===== config.mk =====
export PLATFORM = sky130hd
export DESIGN_NAME = dsfr_receiver
export DESIGN_NICKNAME = d
export VERILOG_FILES = /design/src/hdl/dsfr_pkg.sv /design/src/hdl/dsfr_receiver.sv /design/src/hdl/dsfr_fifo.sv
export SDC_FILE = /design/constraint.sdc
export NUM_CORES = 1
export LEC_CHECK = 0
export BUFFER_PORTS_ARGS = -buffer_cell sky130_fd_sc_hd__buf_2
export CAP_MARGIN = 40
export CORE_ASPECT_RATIO = 0.75
export CORE_MARGIN = 3
export CORE_UTILIZATION = 50
export CTS_BUF_LIST = sky130_fd_sc_hd__clkbuf_4 sky130_fd_sc_hd__clkbuf_8
export DETAILED_ROUTE_END_ITERATION = 8
export PLACE_DENSITY = 0.76
export SLEW_MARGIN = 20
export SYNTH_ARGS = -nofsm -noshare
export SYNTH_HDL_FRONTEND = slang
export SYNTH_SLANG_ARGS = --single-unit

===== constraint.sdc =====
create_clock -name clk -period 10.6 [get_ports clk]
set_input_delay 0.53 -clock clk [delete_from_list [all_inputs] [get_ports clk]]
set_output_delay 0.53 -clock clk [all_outputs]
set_load 0.01 [all_outputs]

===== src/hdl/dsfr_pkg.sv =====
// Package for the serial frame receiver: word size, FIFO depth, link timing.
// Assumes a 10 MHz system clock that samples the serial pins.
package dsfr_pkg;
  localparam int WORD_BITS    = 16;
  localparam int FIFO_DEPTH   = 16;
  localparam int CNT_BITS     = 5;
  localparam int CLK_HZ       = 10_000_000;
  localparam int SCLK_MAX_HZ  = 30_000_000;
  localparam logic [15:0] SHIFT_RST = 16'h0000;
  localparam logic [4:0]  CNT_RST   = 5'h00;
  localparam logic [4:0]  CNT_FULL  = 5'h10;
  localparam logic [2:0]  PIN_IDLE  = 3'h6;  // {sync_n, sclk, sdin} at rest
  typedef enum logic [1:0] {
    DSFR_IDLE  = 2'b00,
    DSFR_SHIFT = 2'b01,
    DSFR_DONE  = 2'b11
  } dsfr_state_t;
endpackage


===== src/hdl/dsfr_receiver.sv =====
// Three-wire serial frame receiver of a quad DAC: frame sync, serial clock, data.
// Assumes the serial pins are asynchronous and much slower than clk; the
// downstream consumer drains words through a valid/ready stream.
`timescale 1ns/10ps
`default_nettype none
// How it works
// - One shift register of exactly sixteen bits collects each written word.
// - Data is sampled on falling serial clock edges only, never on rising ones.
// - Frame sync going low opens a frame and the next sixteen falling edges carry data.
// - Frame sync rising before the sixteenth falling edge aborts and drops the partial word.
// - After a finished word the inputs are ignored until the frame closes and a new one opens.
module dsfr_receiver
  import dsfr_pkg::*;
#(
  parameter int WIDTH = WORD_BITS,
  parameter int DEPTH = FIFO_DEPTH
) (
  input  wire logic             clk,
  input  wire logic             rst_n,
  input  wire logic             sync_n,
  input  wire logic             sclk,
  input  wire logic             sdin,
  output logic                  word_valid,
  output logic      [WIDTH-1:0] word_data,
  output logic                  frame_active,
  output logic                  frame_abort,
  output logic                  inputs_powered,
  output logic                  out_valid,
  input  wire logic             out_ready,
  output logic      [WIDTH-1:0] out_data,
  output logic                  overflow
);
  // Two-flop synchronisers; stage one is read only by stage two
  logic [2:0] sync_s1;
  logic [2:0] sync_s2;
  logic       sync_n_q;
  logic       sclk_q;
  logic       sdin_q;
  logic       sclk_prev;
  logic       sync_prev;
  logic       sclk_fall;
  logic       sync_fall;
  logic       sync_rise;

  always_ff @(posedge clk or negedge rst_n) begin
    if (!rst_n) begin
      // Idle pin levels, so no false serial clock edge follows reset
      sync_s1 <= PIN_IDLE;
      sync_s2 <= PIN_IDLE;
    end else begin
      sync_s1 <= {sync_n, sclk, sdin};
      sync_s2 <= sync_s1;
    end
  end
  assign sync_n_q = sync_s2[2];
  assign sclk_q   = sync_s2[1];
  assign sdin_q   = sync_s2[0];

  always_ff @(posedge clk or negedge rst_n) begin
    if (!rst_n) begin
      sclk_prev <= 1'b1;
      sync_prev <= 1'b1;
    end else begin
      sclk_prev <= sclk_q;
      sync_prev <= sync_n_q;
    end
  end
  // Sampling a 30 MHz serial clock with a 10 MHz clock cannot see every
  // edge; the link must run below clk/4 for this receiver to be exact.
  assign sclk_fall = sclk_prev && !sclk_q;
  assign sync_fall = sync_prev && !sync_n_q;
  assign sync_rise = !sync_prev && sync_n_q;

  dsfr_state_t        state;
  logic [WIDTH-1:0]   shreg;
  logic [CNT_BITS-1:0] bit_cnt;
  logic               fifo_in_ready;

  always_ff @(posedge clk or negedge rst_n) begin
    if (!rst_n) begin
      state <= DSFR_IDLE;
    end else begin
      unique case (state)
        DSFR_IDLE: begin
          if (sync_fall) begin
            state <= DSFR_SHIFT;
          end
        end
        DSFR_SHIFT: begin
          if (sync_rise) begin
            state <= DSFR_IDLE;
          end else if (sclk_fall && bit_cnt == CNT_FULL - 5'h01) begin
            state <= DSFR_DONE;
          end
        end
        DSFR_DONE: begin
          if (sync_rise || sync_n_q) begin
            state <= DSFR_IDLE;
          end
        end
        default: state <= DSFR_IDLE;
      endcase
    end
  end

  always_ff @(posedge clk or negedge rst_n) begin
    if (!rst_n) begin
      shreg   <= SHIFT_RST;
      bit_cnt <= CNT_RST;
    end else if (state == DSFR_IDLE) begin
      bit_cnt <= CNT_RST;
    end else if (state == DSFR_SHIFT && !sync_rise && sclk_fall) begin
      shreg   <= {shreg[WIDTH-2:0], sdin_q};
      bit_cnt <= bit_cnt + 5'h01;
    end
  end

  always_ff @(posedge clk or negedge rst_n) begin
    if (!rst_n) begin
      word_valid  <= 1'b0;
      word_data   <= SHIFT_RST;
      frame_abort <= 1'b0;
    end else begin
      word_valid  <= 1'b0;
      frame_abort <= state == DSFR_SHIFT && sync_rise;
      if (state == DSFR_SHIFT && !sync_rise && sclk_fall && bit_cnt == CNT_FULL - 5'h01) begin
        word_valid <= 1'b1;
        word_data  <= {shreg[WIDTH-2:0], sdin_q};
      end
    end
  end

  // Words that find the FIFO full are dropped and flagged, since the link
  // has no way to stall the controller.
  always_ff @(posedge clk or negedge rst_n) begin
    if (!rst_n) begin
      overflow <= 1'b0;
    end else begin
      overflow <= word_valid && !fifo_in_ready;
    end
  end

  assign frame_active   = state == DSFR_SHIFT;
  assign inputs_powered = state == DSFR_SHIFT;

  dsfr_fifo #(
    .WIDTH (WIDTH),
    .DEPTH (DEPTH)
  ) u_fifo (
    .clk       (clk),
    .rst_n     (rst_n),
    .in_valid  (word_valid),
    .in_ready  (fifo_in_ready),
    .in_data   (word_data),
    .out_valid (out_valid),
    .out_ready (out_ready),
    .out_data  (out_data)
  );
endmodule
`default_nettype wire


===== src/hdl/dsfr_fifo.sv =====
// Synchronous FIFO with valid/ready on both sides.
// Assumes one clock domain and an active-low asynchronous reset.
`timescale 1ns/10ps
`default_nettype none
module dsfr_fifo #(
  parameter int WIDTH = 16,
  parameter int DEPTH = 16
) (
  input  wire logic             clk,
  input  wire logic             rst_n,
  input  wire logic             in_valid,
  output logic                  in_ready,
  input  wire logic [WIDTH-1:0] in_data,
  output logic                  out_valid,
  input  wire logic             out_ready,
  output logic      [WIDTH-1:0] out_data
);
  localparam int AW = $clog2(DEPTH);
  logic [WIDTH-1:0] mem [DEPTH];
  logic [AW:0]      wr_ptr;
  logic [AW:0]      rd_ptr;
  logic             push;
  logic             pop;

  assign in_ready  = (wr_ptr - rd_ptr) != (AW+1)'(DEPTH);
  assign out_valid = wr_ptr != rd_ptr;
  assign push      = in_valid && in_ready;
  assign pop       = out_valid && out_ready;
  assign out_data  = mem[rd_ptr[AW-1:0]];

  always_ff @(posedge clk) begin
    if (push) begin
      mem[wr_ptr[AW-1:0]] <= in_data;
    end
  end

  always_ff @(posedge clk or negedge rst_n) begin
    if (!rst_n) begin
      wr_ptr <= '0;
      rd_ptr <= '0;
    end else begin
      if (push) begin
        wr_ptr <= wr_ptr + 1'b1;
      end
      if (pop) begin
        rd_ptr <= rd_ptr + 1'b1;
      end
    end
  end
endmodule
`default_nettype wire


==> summary.txt <==
endpoint class of the critical path: primary output
drt first pass iters: 5
post-layout min period: 3.81 ns
layout cells sized above 1: 33.3%
Yosys warning count: 0
Hold Path Origin: sdin
postcts setup bufs: 0
critical path arrival: 3.28 ns
Final Net Count: 713
PD cells: 196 mW/mm^2
worst vdd ir: 0.113 mV
CTS tree: built
synth unique cells: 48
worst-skew pair later-pin latency: 0.56 ns
clk buf depth: 3
Setup crit start: u_fifo.rd_ptr[0]$_DFFE_PN0P_
Routed Antenna Nets: 0
DIE WIDTH: 188 um
final setup vio count: 0
register area: 0.00918 sq mm
routed vias: 6225
Core Rows: 49
Final WS setup: 6.79 ns
CP max stage delay: 0.78 ns
Area growth syn-to-layout: 12.7%
Worst-path clk slew: 0.07 ns
total routing usage reported by global routing: 20.1%
CP max FO: 37
post-CTS resize count: 0
Max Transition Viols Final: 0
mean post-synth cell area: 20.5 sq um
htree depth: 2
DRC Markers: 0
Detailed Route WL: 25.9 mm
Synth async-reset ratio: 18.7%
Slew headroom: 45.7%
fin crit share: 35.9%
Die ar.: 0.0269 sq mm
Clk pwr share: 33.6%
flops & latches, synth: 315
pin count of the biggest net entering global routing: 60
Net Switching: 0.732 mW
first-pass GRT wire length: 40.0 mm
register area share after synthesis: 73.6%
multi-input logic area: 0.00310 sq mm
Starting Density: 51.5%
most frequent cells in the layout: edfxtp_1, mux4_2, nand2_1, dfrtp_1, clkbuf_8
commonest non-fill, non-tap cell in the layout: edfxtp_1
Mapped Cells: 608
combinational share of power: 15.7%
reg2reg start: u_fifo.rd_ptr[2]$_DFFE_PN0P_
MaxCap Viol Count: 0
Via density: 5.85
DR WL/cell: 24.3 um
Internal Power: 2.02 mW
core area: 0.0242 sq mm
Hold Violations, Final: 0
static leakage power: 4.74 nW
setup TNS: 0 ns
Post-synth top flop: edfxtp_1
Critical Path RT: 10.07 ns
# fillers: 1756
outcome: finished clean
Die Span Y: 143 um
vias in the first global route: 6497
GR Overflow Total: 0
Fmax: 0.263 GHz
gpl congestion: 0.839
Critical Setup Path Class: reg -> out
Switching Fraction: 26.6%
CTS Buf Count: 45
Worst-Margin Slew: 0.812 ns
antenna violations before repair: 3
HP Class: in -> reg
I/O Buffers: 43
Syn Std Cell Area: 0.0125 sq mm
register share of total power: 50.6%
Crit-path slowest cell: dfrtp_4
Starting DRT DRC Count: 649
Mapped Nets: 625
Final Core Density: 58.0%
Hold Buf Count CTS: 0
skew final: 0.0235 ns
total I/O pin count: 44
Fin Hold WS: 0.0708 ns
Final HPWL DP: 15.9 mm
crit-path cells: buf_4, buf_16, mux4_1, mux4_2, buf_2
Sink Count: 315
EDFF count, synth: 256
CP Launch Type: flop
CTS root buf: clkbuf_8
unrepaired setup endpoints after global routing: no
dpl ws: 7.04 ns
[worst max-delay path: cells and delay by family (launching register included)]
kind | cells | cell delay [ns]
buffers and inverters | 3 | 0.77
flip-flops | 1 | 0.78
multiplexers | 2 | 1.17
[routing by layer]
layer	GRT usage, %	part of all wire, %
met1	29.5	44
met2	30.2	45
met3	6.06	9.6
met4	4.70	1.2
met5	0	0
[final cells by class]
class                      instances  share of cell area, %
antenna                            1                 0.0178
clock buffer                      62                   5.31
clock inverter                    21                  0.855
inverter                          11                  0.294
multi-input combinational        254                   22.1
sequential                       315                   65.3
tap                              331                   2.95
timing repair buffer              69                   3.23
[synth_stat cells, types with 5 or more instances]
library cell  instances  share of area [%]
a21oi_1               6               0.24
buf_2                 7               0.28
buf_6                 7               0.63
clkbuf_1              7               0.21
dfrtp_1              53                 11
dfstp_2               6                1.3
edfxtp_1            256                 62
ha_1                 11                1.1
inv_1                10               0.30
mux2_1                8               0.72
mux2_2                9               0.81
mux4_1               13                2.7
mux4_2               67                 12
nand2_1              60                1.8
nand3_1               6               0.24
nor2_1                5               0.15
nor3_1               10               0.40
o21ai_0               8               0.32
xnor2_1               7               0.49
[logic make-up after synthesis]
| group | Yosys count | synth area share (%) |
|---|---|---|
| and+or+nand+nor | 109 | 4.18 |
| adders and majority gates | 12 | 1.18 |
| AOI/OAI and AO/OA | 25 | 1.64 |
| xor gates and xnor gates | 11 | 0.833 |
| muxes | 97 | 16.4 |
| DFF | 315 | 73.6 |
| buffers and inverters | 39 | 2.24 |
[stage by stage]
step                      instances  area [sq um]  power [mW]
final                          1064         14100        2.76
after global routing           1063         14100        2.88
after CTS                      1061         14000        2.77
after detailed placement        978         13100        1.85
after global placement          975         13100        1.82
after floorplan                 608         12500        1.79
[power by group through the flow]
stage,logic (mW),registers (mW),clock network [mW]
6_report,0.434,1.39,0.927
3_5_place_dp,0.429,1.42,0
4_1_cts,0.428,1.40,0.946
5_1_grt,0.468,1.40,1.01
3_3_place_gp,0.395,1.43,0
2_1_floorplan,0.404,1.38,0
[final timing paths]
path	end	cells after the start	slack [ns]
worst max-delay path	out_data[11]	5	6.79
worst min-delay path	sync_s1[0]$_DFF_PN0_	1	0.07
worst max register to register	u_fifo.mem[4][6]$_DFFE_PP_	8	7.06
worst min register to register	sync_s2[1]$_DFF_PN1_	0	0.36
max in group asynchronous	u_fifo.rd_ptr[0]$_DFFE_PN0P_	2	9.92
min in group asynchronous	word_data[15]$_DFFE_PN0P_	2	0.13
[sequential cells by signal, indices dropped and copies added, names as in the netlist]
signal         count
word_data         16
sclk_prev          1
u_fifo.rd_ptr      5
bit_cnt            5
state              2
sync_s2            3
frame_abort        1
word_valid         1
u_fifo.mem       256
u_fifo.wr_ptr      5
overflow           1
sync_prev          1
shreg             15
sync_s1            3
Power figures use the tool's default switching activity.
